### src/hdl/gmc_pkg.sv
// Package of constants for the global I/O and misc control block
package gmc_pkg;
   // ******************************************************
   // Sizes
   // ******************************************************
   localparam int NUM_PINS = 30;
   localparam int PWM_BITS = 8;

   // ******************************************************
   // Register offsets (byte addresses, word aligned)
   // ******************************************************
   localparam logic [7:0] ADDR_PIN_OVERRIDE = 8'h00;
   localparam logic [7:0] ADDR_PIN_OE = 8'h04;
   localparam logic [7:0] ADDR_PIN_OPEN_DRAIN = 8'h08;
   localparam logic [7:0] ADDR_PIN_VALUE = 8'h0C;
   localparam logic [7:0] ADDR_PIN_READ = 8'h10;
   localparam logic [7:0] ADDR_PACKAGE_TYPE = 8'h14;
   localparam logic [7:0] ADDR_TEMP_CTRL = 8'h18;
   localparam logic [7:0] ADDR_SHARE_CTRL = 8'h1C;
   localparam logic [7:0] ADDR_FACTORY_TEMP = 8'h20;
   localparam logic [7:0] ADDR_IRQ_STATUS = 8'h24;
   localparam logic [7:0] ADDR_IRQ_MASK = 8'h28;
   localparam logic [7:0] ADDR_IO_MUX = 8'h2C;

   // ******************************************************
   // Field positions of the share control register
   // ******************************************************
   localparam int SHARE_MODE_LSB = 0;
   localparam int SHARE_TEST_LSB = 2;
   localparam int SHARE_PERIOD_LSB = 8;
   localparam int SHARE_DUTY_LSB = 16;

   // ******************************************************
   // Reset values and codes
   // ******************************************************
   localparam logic [1:0] PACKAGE_TYPE_RESET = 2'h0;
   localparam logic [29:0] PIN_RESET = 30'h0;
   localparam logic [1:0] SHARE_OFF = 2'h0;
   localparam logic [1:0] SHARE_PWM_BUS = 2'h1;
   localparam logic [1:0] SHARE_SLAVE = 2'h2;
   localparam logic [1:0] SHARE_ANALOG = 2'h3;
   localparam logic [7:0] SHARE_PERIOD_RESET = 8'hFF;
   localparam logic [7:0] SHARE_DUTY_RESET = 8'h00;
   localparam logic [11:0] FACTORY_TEMP_DEFAULT = 12'h800;
   localparam logic [31:0] IO_MUX_RESET = 32'h0;
   localparam int IRQ_BROWNOUT = 0;
endpackage : gmc_pkg

### src/hdl/gmc_pin_cell.sv
// One pin cell: selects peripheral or global control for a pin
`timescale 1ns/10ps
module gmc_pin_cell (
   input wire logic i_mclk,
   input wire logic i_reset,
   input wire logic i_override,
   input wire logic i_glb_oe,
   input wire logic i_glb_od,
   input wire logic i_glb_value,
   input wire logic i_per_out,
   input wire logic i_per_oe_n,
   input wire logic i_pin_in,
   output logic o_pin_out,
   output logic o_pin_oe_n,
   output logic o_level
);
   logic next_pin_out;
   logic next_pin_oe_n;

   // Owner select; open drain only ever drives low, so out stays 0
   always_comb begin
      if (!i_override) begin
         next_pin_out = i_per_out;
         next_pin_oe_n = i_per_oe_n;
      end else if (!i_glb_oe) begin
         next_pin_out = 1'b0;
         next_pin_oe_n = 1'b1;
      end else if (i_glb_od) begin
         next_pin_out = 1'b0;
         next_pin_oe_n = i_glb_value;
      end else begin
         next_pin_out = i_glb_value;
         next_pin_oe_n = 1'b0;
      end
   end

   // Register pin drive and input level
   always_ff @(posedge i_mclk or posedge i_reset) begin
      if (i_reset) begin
         o_pin_out <= 1'b0;
         o_pin_oe_n <= 1'b1;
         o_level <= 1'b0;
      end else begin
         o_pin_out <= next_pin_out;
         o_pin_oe_n <= next_pin_oe_n;
         o_level <= i_pin_in;
      end
   end
endmodule : gmc_pin_cell

### src/hdl/gmc_share_pwm.sv
// 8-bit PWM current source for the current share bus
`timescale 1ns/10ps
module gmc_share_pwm (
   input wire logic i_mclk,
   input wire logic i_reset,
   input wire logic i_active,
   input wire logic [7:0] i_period,
   input wire logic [7:0] i_duty,
   output logic o_pwm
);
   logic [7:0] count;
   logic [7:0] next_count;
   logic next_pwm;

   // Counts 0..period; high while count below duty
   always_comb begin
      if (!i_active || count >= i_period) begin
         next_count = 8'h00;
      end else begin
         next_count = 8'(count + 8'h01);
      end
      next_pwm = i_active && (count < i_duty);
   end

   // Registered output, so no decode glitch reaches the share bus
   always_ff @(posedge i_mclk or posedge i_reset) begin
      if (i_reset) begin
         count <= 8'h00;
         o_pwm <= 1'b0;
      end else begin
         count <= next_count;
         o_pwm <= next_pwm;
      end
   end
endmodule : gmc_share_pwm

### src/hdl/gmc_top.sv
// Global I/O and miscellaneous control unit: registers, pins, share logic
`timescale 1ns/10ps

// Overview of operation
// RL1 - Override bit zero keeps peripheral control, one gives global control; reset clear
// RL2 - Thirty pins, one bit each, fixed bit to pin mapping
// RL3 - Supply, ground, analog and reset pins are never general purpose pins
// RL4 - Output enable register sets each global pin as input or output
// RL5 - Read register returns the level of each input pin
// RL6 - Value register sets the driven level of each output pin
// RL7 - Per-pin drive choice: open drain drives only low, else push-pull
// RL8 - Two-bit package type field readable by firmware
// RL9 - Brownout sets a pollable flag, optionally raising an interrupt
// RL10 - Temperature sensor disabled at reset, firmware enables or disables it
// RL11 - Share mode 00/10 off, 01 PWM bus sw1, 11 analog sw2; test field 00
// RL12 - Share control sets PWM period, duty and both switch states
// RL13 - I/O mux control selects one function per shared physical pin
// RL14 - Firmware should not overwrite the factory temperature count
// RL15 - Clear override makes global settings ineffective; peripheral drives the pin
module gmc_top (
   input wire logic i_mclk,
   input wire logic i_reset,
   input wire logic [7:0] i_addr,
   input wire logic [31:0] i_wdata,
   input wire logic i_write,
   input wire logic i_read,
   output logic [31:0] o_rdata,
   input wire logic [29:0] i_per_out,
   input wire logic [29:0] i_per_oe_n,
   input wire logic [29:0] i_pin_in,
   output logic [29:0] o_pin_out,
   output logic [29:0] o_pin_oe_n,
   output logic [29:0] o_per_in,
   input wire logic i_brownout,
   output logic o_irq,
   output logic o_temp_sensor_en,
   output logic o_share_switch_one,
   output logic o_share_switch_two,
   output logic o_share_pwm_output,
   output logic [31:0] o_io_mux_sel
);
   // ******************************************************
   // Register state
   // ******************************************************
   logic [29:0] pin_override_register;
   logic [29:0] pin_oe;
   logic [29:0] pin_open_drain;
   logic [29:0] pin_value;
   logic [1:0] package_type_field;
   logic temp_en;
   logic [1:0] share_mode;
   logic [1:0] share_test;
   logic [7:0] share_period;
   logic [7:0] share_duty;
   logic [11:0] factory_temp_count;
   logic irq_status;
   logic irq_mask;
   logic [31:0] io_mux;
   logic brownout_d;
   logic [29:0] pin_level;
   logic [29:0] next_pin_override_register;
   logic [29:0] next_pin_oe;
   logic [29:0] next_pin_open_drain;
   logic [29:0] next_pin_value;
   logic [1:0] next_package_type_field;
   logic next_temp_en;
   logic [1:0] next_share_mode;
   logic [1:0] next_share_test;
   logic [7:0] next_share_period;
   logic [7:0] next_share_duty;
   logic [11:0] next_factory_temp_count;
   logic next_irq_status;
   logic next_irq_mask;
   logic [31:0] next_io_mux;
   logic [31:0] next_rdata;
   logic next_irq;
   logic next_sw1;
   logic next_sw2;
   logic pwm_active;

   // ******************************************************
   // Pin configuration writes
   // ******************************************************
   // Whole-word writes; the port has no byte enables
   always_comb begin
      next_pin_override_register = pin_override_register;
      next_pin_oe = pin_oe;
      next_pin_open_drain = pin_open_drain;
      next_pin_value = pin_value;
      if (i_write) begin
         case (i_addr)
            gmc_pkg::ADDR_PIN_OVERRIDE: next_pin_override_register = i_wdata[29:0]; // RL1
            gmc_pkg::ADDR_PIN_OE: next_pin_oe = i_wdata[29:0]; // RL4
            gmc_pkg::ADDR_PIN_OPEN_DRAIN: next_pin_open_drain = i_wdata[29:0]; // RL7
            gmc_pkg::ADDR_PIN_VALUE: next_pin_value = i_wdata[29:0]; // RL6
            default: ;
         endcase
      end
   end

   // ******************************************************
   // Control register writes
   // ******************************************************
   // Test field is stored and read back but drives nothing
   always_comb begin
      next_package_type_field = package_type_field;
      next_temp_en = temp_en;
      next_share_mode = share_mode;
      next_share_test = share_test;
      next_share_period = share_period;
      next_share_duty = share_duty;
      next_factory_temp_count = factory_temp_count;
      next_io_mux = io_mux;
      if (i_write) begin
         case (i_addr)
            gmc_pkg::ADDR_PACKAGE_TYPE: next_package_type_field = i_wdata[1:0]; // RL8
            gmc_pkg::ADDR_TEMP_CTRL: next_temp_en = i_wdata[0]; // RL10
            gmc_pkg::ADDR_SHARE_CTRL: begin
               next_share_mode = i_wdata[gmc_pkg::SHARE_MODE_LSB +: 2]; // RL11
               next_share_test = i_wdata[gmc_pkg::SHARE_TEST_LSB +: 2];
               next_share_period = i_wdata[gmc_pkg::SHARE_PERIOD_LSB +: 8]; // RL12
               next_share_duty = i_wdata[gmc_pkg::SHARE_DUTY_LSB +: 8]; // RL12
            end
            // Writable only because trim flow needs it; firmware leaves it
            gmc_pkg::ADDR_FACTORY_TEMP: next_factory_temp_count = i_wdata[11:0]; // RL14
            gmc_pkg::ADDR_IO_MUX: next_io_mux = i_wdata; // RL13
            default: ;
         endcase
      end
   end

   // ******************************************************
   // Interrupt status and mask
   // ******************************************************
   // Rising brownout sets flag; set wins over a same-cycle clear
   always_comb begin
      next_irq_status = irq_status;
      next_irq_mask = irq_mask;
      if (i_write && i_addr == gmc_pkg::ADDR_IRQ_STATUS) begin
         if (i_wdata[gmc_pkg::IRQ_BROWNOUT]) begin
            next_irq_status = 1'b0; // Write one to clear
         end
      end
      if (i_write && i_addr == gmc_pkg::ADDR_IRQ_MASK) begin
         next_irq_mask = i_wdata[gmc_pkg::IRQ_BROWNOUT];
      end
      if (i_brownout && !brownout_d) begin
         next_irq_status = 1'b1; // RL9
      end
   end

   // ******************************************************
   // Read mux
   // ******************************************************
   always_comb begin
      next_rdata = 32'h0000_0000;
      if (i_read) begin
         case (i_addr)
            gmc_pkg::ADDR_PIN_OVERRIDE: next_rdata = {2'h0, pin_override_register};
            gmc_pkg::ADDR_PIN_OE: next_rdata = {2'h0, pin_oe};
            gmc_pkg::ADDR_PIN_OPEN_DRAIN: next_rdata = {2'h0, pin_open_drain};
            gmc_pkg::ADDR_PIN_VALUE: next_rdata = {2'h0, pin_value};
            gmc_pkg::ADDR_PIN_READ: next_rdata = {2'h0, pin_level}; // RL5
            gmc_pkg::ADDR_PACKAGE_TYPE: next_rdata = {30'h0, package_type_field}; // RL8
            gmc_pkg::ADDR_TEMP_CTRL: next_rdata = {31'h0, temp_en};
            gmc_pkg::ADDR_SHARE_CTRL:
               next_rdata = {8'h00, share_duty, share_period, 4'h0, share_test, share_mode};
            gmc_pkg::ADDR_FACTORY_TEMP: next_rdata = {20'h0, factory_temp_count};
            gmc_pkg::ADDR_IRQ_STATUS: next_rdata = {31'h0, irq_status}; // RL9
            gmc_pkg::ADDR_IRQ_MASK: next_rdata = {31'h0, irq_mask};
            gmc_pkg::ADDR_IO_MUX: next_rdata = io_mux;
            default: next_rdata = 32'h0000_0000;
         endcase
      end
   end

   // ******************************************************
   // Share switch decode and interrupt level
   // ******************************************************
   // Mode decode; 00 and 10 leave both switches open
   always_comb begin
      next_sw1 = (share_mode == gmc_pkg::SHARE_PWM_BUS); // RL11
      next_sw2 = (share_mode == gmc_pkg::SHARE_ANALOG); // RL11
      next_irq = irq_status && irq_mask;
   end

   assign pwm_active = (share_mode == gmc_pkg::SHARE_PWM_BUS); // RL11

   // ******************************************************
   // Registers
   // ******************************************************
   // Pin configuration; every pin starts under peripheral control
   always_ff @(posedge i_mclk or posedge i_reset) begin
      if (i_reset) begin
         pin_override_register <= gmc_pkg::PIN_RESET; // RL1
         pin_oe <= gmc_pkg::PIN_RESET;
         pin_open_drain <= gmc_pkg::PIN_RESET;
         pin_value <= gmc_pkg::PIN_RESET;
      end else begin
         pin_override_register <= next_pin_override_register;
         pin_oe <= next_pin_oe;
         pin_open_drain <= next_pin_open_drain;
         pin_value <= next_pin_value;
      end
   end

   // ******************************************************
   // Control registers
   // ******************************************************
   // Sensor stays off until firmware turns it on
   always_ff @(posedge i_mclk or posedge i_reset) begin
      if (i_reset) begin
         package_type_field <= gmc_pkg::PACKAGE_TYPE_RESET;
         temp_en <= 1'b0; // RL10
         share_mode <= gmc_pkg::SHARE_OFF;
         share_test <= 2'h0;
         share_period <= gmc_pkg::SHARE_PERIOD_RESET;
         share_duty <= gmc_pkg::SHARE_DUTY_RESET;
         factory_temp_count <= gmc_pkg::FACTORY_TEMP_DEFAULT;
         io_mux <= gmc_pkg::IO_MUX_RESET;
      end else begin
         package_type_field <= next_package_type_field;
         temp_en <= next_temp_en;
         share_mode <= next_share_mode;
         share_test <= next_share_test;
         share_period <= next_share_period;
         share_duty <= next_share_duty;
         factory_temp_count <= next_factory_temp_count;
         io_mux <= next_io_mux;
      end
   end

   // ******************************************************
   // Interrupt registers
   // ******************************************************
   // Brownout history resets to its idle low, so no false edge
   always_ff @(posedge i_mclk or posedge i_reset) begin
      if (i_reset) begin
         irq_status <= 1'b0;
         irq_mask <= 1'b0;
         brownout_d <= 1'b0;
      end else begin
         irq_status <= next_irq_status;
         irq_mask <= next_irq_mask;
         brownout_d <= i_brownout;
      end
   end

   // ******************************************************
   // Output registers
   // ******************************************************
   // Every port leaves a flip-flop; costs one cycle of latency, none for o_temp_sensor_en and o_io_mux_sel, loaded from next values
   always_ff @(posedge i_mclk or posedge i_reset) begin
      if (i_reset) begin
         o_rdata <= 32'h0000_0000;
         o_irq <= 1'b0;
         o_temp_sensor_en <= 1'b0;
         o_share_switch_one <= 1'b0;
         o_share_switch_two <= 1'b0;
         o_io_mux_sel <= gmc_pkg::IO_MUX_RESET;
         o_per_in <= gmc_pkg::PIN_RESET;
      end else begin
         o_rdata <= next_rdata;
         o_irq <= next_irq;
         o_temp_sensor_en <= next_temp_en;
         o_share_switch_one <= next_sw1;
         o_share_switch_two <= next_sw2;
         o_io_mux_sel <= next_io_mux;
         o_per_in <= pin_level;
      end
   end

   // ******************************************************
   // Pin cells: only digital pins are listed, one per bit
   // ******************************************************
   genvar g;
   generate
      for (g = 0; g < gmc_pkg::NUM_PINS; g++) begin : g_pin // RL2
         gmc_pin_cell u_cell (
            .i_mclk(i_mclk),
            .i_reset(i_reset),
            .i_override(pin_override_register[g]), // RL15
            .i_glb_oe(pin_oe[g]),
            .i_glb_od(pin_open_drain[g]),
            .i_glb_value(pin_value[g]),
            .i_per_out(i_per_out[g]),
            .i_per_oe_n(i_per_oe_n[g]),
            .i_pin_in(i_pin_in[g]),
            .o_pin_out(o_pin_out[g]),
            .o_pin_oe_n(o_pin_oe_n[g]),
            .o_level(pin_level[g])
         ); // RL3
      end
   endgenerate

   // ******************************************************
   // Share PWM current source
   // ******************************************************
   gmc_share_pwm u_pwm (
      .i_mclk(i_mclk),
      .i_reset(i_reset),
      .i_active(pwm_active),
      .i_period(share_period),
      .i_duty(share_duty),
      .o_pwm(o_share_pwm_output)
   ); // RL12
endmodule : gmc_top

### config.mk
export PLATFORM = sky130hd
export DESIGN_NAME = gmc_top
export DESIGN_NICKNAME = d
export VERILOG_FILES = /design/src/hdl/gmc_pkg.sv /design/src/hdl/gmc_pin_cell.sv /design/src/hdl/gmc_share_pwm.sv /design/src/hdl/gmc_top.sv
export SDC_FILE = /design/constraint.sdc
export NUM_CORES = 1
export LEC_CHECK = 0
export BUFFER_PORTS_ARGS = -buffer_cell sky130_fd_sc_hd__buf_2
export CORE_ASPECT_RATIO = 0.8
export CORE_MARGIN = 3
export CORE_UTILIZATION = 25
export DETAILED_ROUTE_END_ITERATION = 16
export GPL_ROUTABILITY_DRIVEN = 0
export PLACE_DENSITY_LB_ADDON = 0.25
export SETUP_SLACK_MARGIN = 0.5
export SYNTH_ARGS = -nofsm -noshare
export SYNTH_HDL_FRONTEND = slang
export SYNTH_SLANG_ARGS = --single-unit
### constraint.sdc
create_clock -name i_mclk -period 15.6 [get_ports i_mclk]
set_input_delay 2.34 -clock i_mclk [delete_from_list [all_inputs] [get_ports i_mclk]]
set_output_delay 2.34 -clock i_mclk [all_outputs]
set_load 0.005 [all_outputs]
; Word level (Yosys, flattened, before mapping)
; Cells that the tools add are included.
[totals]
output_inout_bits = 159
inputBits = 135
register_bits = 354
word_cells = 335
[classes]
n_lt_le_gt_ge = 2
n_reduce_logical = 21
n_eq_ne = 13
add_sub_neg = 1
n_mux = 186
[ops]
columns = cell, n
row1 = $pmux 32 s12, 1
row2 = $mux 1, 183
row3 = $eq 8x5->1 const B, 4
row4 = $eq 8x6->1 const B, 4
row5 = $mux 32, 1
row6 = $reduce_and 2->1, 10
row7 = $eq 8x4->1 const B, 2
row8 = $add 8x1->8 const B, 1
row9 = $eq 8x3->1 const B, 1
row10 = $ge 8x8->1, 1
row11 = $logic_not 8->1, 1
row12 = $lt 8x8->1, 1
row13 = $mux 8, 1
row14 = $logic_and 1x1->1, 5
row15 = $reduce_bool 2->1, 2
row16 = $eq 2x1->1 const B, 1
row17 = $eq 2x2->1 const B, 1
row18 = $logic_not 1->1, 2
row19 = $logic_or 1x1->1, 1

; Logic depth before layout (Yosys ltp)
[depth]
ltp_word = 4
depth_mapped = 8
ltp_nobuf = 7

; Modules after synthesis
; Synthesis repeated with hierarchy kept, for this count alone.
[hier_totals]
cells_unflattened = 1116
hier_area_um2 = 14926.8
[modules_own_cells]
columns = module, seq_area_each_um2, area_per_inst_um2, cells_per_inst, instances
row1 = gmc_top, 6392.4, 10805.4, 733, 1
row2 = gmc_pin_cell, 76.3, 111.4, 10, 30
row3 = gmc_share_pwm, 225.2, 780.7, 83, 1

; Least setup slack after synthesis
; OpenSTA, ideal clock, no wires.
[synth_timing]
path_type = input port to flip-flop
from = input port i_addr[4]
to = register pin_override_register[0]
n_path_buf = 2
arrival_ns = 3.639
cell_stages = 5
path_slack_ns = 11.834
setup_ns = 0.127
cell_sequence = buf_2 nor4_4 nand3_1 clkbuf_1 mux2_1
[synth_via]
elab_chain_cells = 2
[synth_rtl]
columns = element, line
row1 = "start, declared", gmc_top.sv:23  ; input wire logic [7:0] i_addr,
row2 = $logic_not 8->1, gmc_top.sv:91  ; case (i_addr)
row3 = $reduce_and 2->1 (no line), n/a
row4 = "end signal, assigned", gmc_top.sv:195  ; pin_override_register <= gmc_pkg::PIN_RESET;
row5 = "end signal, assigned", gmc_top.sv:200  ; pin_override_register <= next_pin_override_register;
row6 = "end, declared", gmc_top.sv:45  ; logic [29:0] pin_override_register;
; No other way between the ends.
; A chain may end at the register's enable or synchronous reset.

; Worst setup path in the final report
[layout_timing]
from = input port i_addr[2]
to = register pin_oe[19]
[layout_via]
elab_chain_cells = 2
[layout_rtl]
columns = element, line
row1 = $eq 8x3->1, gmc_top.sv:91
row2 = $reduce_and 2->1 (no line), n/a
row3 = "end signal, assigned", gmc_top.sv:196  ; pin_oe <= gmc_pkg::PIN_RESET;
row4 = "end signal, assigned", gmc_top.sv:201  ; pin_oe <= next_pin_oe;
row5 = "end, declared", gmc_top.sv:46  ; logic [29:0] pin_oe;
; No other way between the ends.

==> results.md <==
* PnR worst setup slack at around 11 ns
* Seq/Total Area, Yosys at between 50 and 60%
* Initial Utilization at around a quarter
* VDD IR max at 66.4 uV
* Final worst path period share at between 30% and 40%
* Leakage at 8.89 nW
* Chip Height at ~230 um
* Cell family with most CP delay: simple AND/OR/NAND/NOR gates
* Layout cell share with drive strength beyond 1 at a little over two fifths
* Antenna violations before repair at 7
* Antenna-violating nets left at 0
* Outcome: complete, no violations
* Unrepaired setup endpoints after global routing: false
* Max clock buf depth at 3
* Post-synth top flop: dfrtp_1
* Tmin final at 5.09 ns
* PwrDens at around 120 nW/um2
* CTS tree: built
* Critical Path Fanout Max at 39
* Post-CTS Hold Buffers at 0
* Via-to-Cell Ratio at between 4 and 5
* Max_cap viols at 0
* Drt initial violations at roughly 500
* Die width at 281 um
* Critical path class: input port to flip-flop
* Setup WS pre-CTS at between 9 and 10 ns
* Worst Skew at 0.00995 ns
* Async SR Flop Fraction at 100%
* Final Power at 0.00221 W
* Slowest stage delay, CP at between 1 and 1.5 ns
* Final net count at between 1,500 and 2,000
* Boundary Pins at a little under 300
* # setup viols final at 0
* CP bufs+invs at 2
* IO Port Bufs at 293
* Startpoint types: input port
* Slew Viols, Final at 0
* 1st-pass router iterations at 5
* P&R area growth vs syn at 23.3%
* H-tree depth at 2
* Post-CTS Setup Bufs at 0
* Largest net degree at the start of global routing at 86
* Reg clk slew, reported paths at ~0.060 ns
* EDFF count, synth at 0
* Worst setup EP type: flip-flop
* Finished Cell Area at around 19,000 um2
* Slew HR at a little under a fifth
* Yosys reg bits at approximately 350
* Die ar. at 63,700 um2
* Syn Nets at around 1,400
* Clock Latency Late Sink at 0.57 ns
* DPL Wire Length at 38.5 mm
* Setup tns final at 0 ns
* Total GRT Usage at ~17%
* Gr ovfl total at 0
* Resized cells post-CTS at 0
* Drt wl/cell at 23.4 um
* Hold WC Path Type: flip-flop to flip-flop
* Synth warn at 0
* Slowest cell on crit path: nand3_2
* Post-synthesis average cell area at 12.5 um2
* Max Fclk at around 200 MHz
* Vias in the first global route at 11,352
* Wirelength, routed at roughly 53 mm
* Core Region at 59,900 um2
* CP Cell Sequence: buf_2, buf_4, nor4b_4, nand3_2, mux2_1
* Via count at approximately 11,000
* Std cell rows at 80
* Yosys cell types at 57
* Arrival @ worst endpoint at 5.53 ns
* DP Area at 17,200 um2
* Root Driver: clkbuf_16
* Final hold violation count at 0
* Global-route wire length before repair at 77.8 mm
* Slew @ Worst Pin at 1.21 ns
* Clock buffer count from CTS at 42
* Critical path data required time at ~16 ns
* DRC viols at 0
* Post-Synthesis Cell Area at between 15,000 and 20,000 um2
* Clock tree sinks at roughly 350
* Post-synthesis cell count at roughly 1,200
[routing by layer]
metal / track usage [%] / share of wire (%)
met1: 22.2 / 44
met2: 26.6 / 46
met4: 4.04 / 1.9
met5: 0 / 0.052
met3: 5.01 / 8.2
[Yosys cell counts (all sizes together) (5+ instances only)]
cell,n,area [um2]
a21oi,16,80.1
a221oi,8,70.1
a222oi,5,50.1
a22o,8,70.1
a22oi,35,263
a31oi,36,225
and2,5,31.3
and3,6,37.5
buf,79,546
clkbuf,30,113
dfrtp,315,7880
dfstp,39,1020
ha,16,200
inv,49,184
mux2,203,2290
mux2i,24,240
nand2,63,236
nand2b,5,31.3
nand3,33,165
nand4b,31,272
nor2,76,285
nor2b,7,43.8
nor3,7,40.0
o21ai,58,290
o22ai,9,56.3
xor2,5,43.8
[report_power, final]
part	switching, W	total [W]	internal [W]
Sequential	0.0000350	0.000997	0.000962
Clock	0.000402	0.00107	0.000665
Combinational	0.0000859	0.000147	0.0000613
[final cells by class]
cell class,instances,area [um2]
fillers,6109,41200
repair buffers,315,1630
clock buffers,55,1210
diodes,3,7.51
well taps,779,975
multi-input cells,698,5480
clock inverters,23,302
flip-flops and latches,354,8910
inverters,49,191
[worst reg2reg max path, delay by kind of cell (launching register included)]
family / cells / cell delay (ns)
adder cells (fa/ha/maj): 1 / 0.29
AO/OA/AOI/OAI: 4 / 1.11
flip-flops: 1 / 0.44
[final timing paths]
| path | depth (start not counted) | from | end | slack (ns) |
|---|---|---|---|---|
| max in group asynchronous | 4 | i_reset | pin_open_drain[9]$_DFFE_PP0P_ | 11.61 |
| min in group asynchronous | 2 | i_reset | o_per_in[28]$_DFF_PP0_ | 1.85 |
| hold / removal | 0 | g_pin[17].u_cell.o_level$_DFF_PP0_ | o_per_in[17]$_DFF_PP0_ | 0.38 |
| setup reg to reg | 5 | u_pwm.count[1]$_DFF_PP0_ | u_pwm.o_pwm$_DFF_PP0_ | 13.59 |
| hold reg to reg | 0 | g_pin[17].u_cell.o_level$_DFF_PP0_ | o_per_in[17]$_DFF_PP0_ | 0.38 |
| setup / recovery | 5 | i_addr[2] | pin_oe[19]$_DFFE_PP0P_ | 10.51 |
[layout by cell type (no fill, tap or decap), types with 6 or more instances in the layout]
master     instances
a22o_1             8
bufinv_16          7
a22oi_1           35
mux2_2           196
a21oi_1           16
o22ai_1            9
inv_1             48
nand2_1           62
nor2_1            76
ha_1              16
dfstp_2           39
mux2_1             7
buf_4             22
clkinv_2          12
buf_2            293
o21ai_0           57
dfrtp_1          315
nor2b_1            7
clkbuf_16         45
nand4b_1          31
nand3_1           29
a221oi_1           8
and3_1             6
mux2i_1           24
a31oi_1           36
[per-stage QoR]
step | utilization [%] | hold slack, ns | std cells
2_1_floorplan | - | 0.353 | 1210
3_3_place_gp | 28.7 | 0.369 | 2195
3_5_place_dp | 28.7 | 0.369 | 2195
4_1_cts | 31.2 | 0.387 | 2273
5_1_grt | 31.2 | 0.401 | 2273
6_report | 31.2 | 0.382 | 2276
[state kept, by name, summed over array words and instances, names as in the netlist, 2 cells and up]
signal	count
share_duty	8
factory_temp_count	12
pin_value	30
u_pwm.count	8
pin_oe	30
o_io_mux_sel	32
o_rdata	32
g_pin.u_cell.o_level	30
share_period	8
g_pin.u_cell.o_pin_out	30
share_test	2
pin_open_drain	30
package_type_field	2
g_pin.u_cell.o_pin_oe_n	30
share_mode	2
o_per_in	30
pin_override_register	30
[cell families after synthesis]
group / after synthesis / synth area share, %
AO/OA/AOI/OAI: 197 / 8.50
flip-flops: 354 / 58.7
multiplexers: 230 / 17.1
buffers and inverters: 158 / 5.55
adder cells (fa/ha/maj): 16 / 1.32
XOR/XNOR: 6 / 0.346
AND/OR/NAND/NOR: 249 / 8.49
Note: power is estimated with default switching activity, not from simulation.
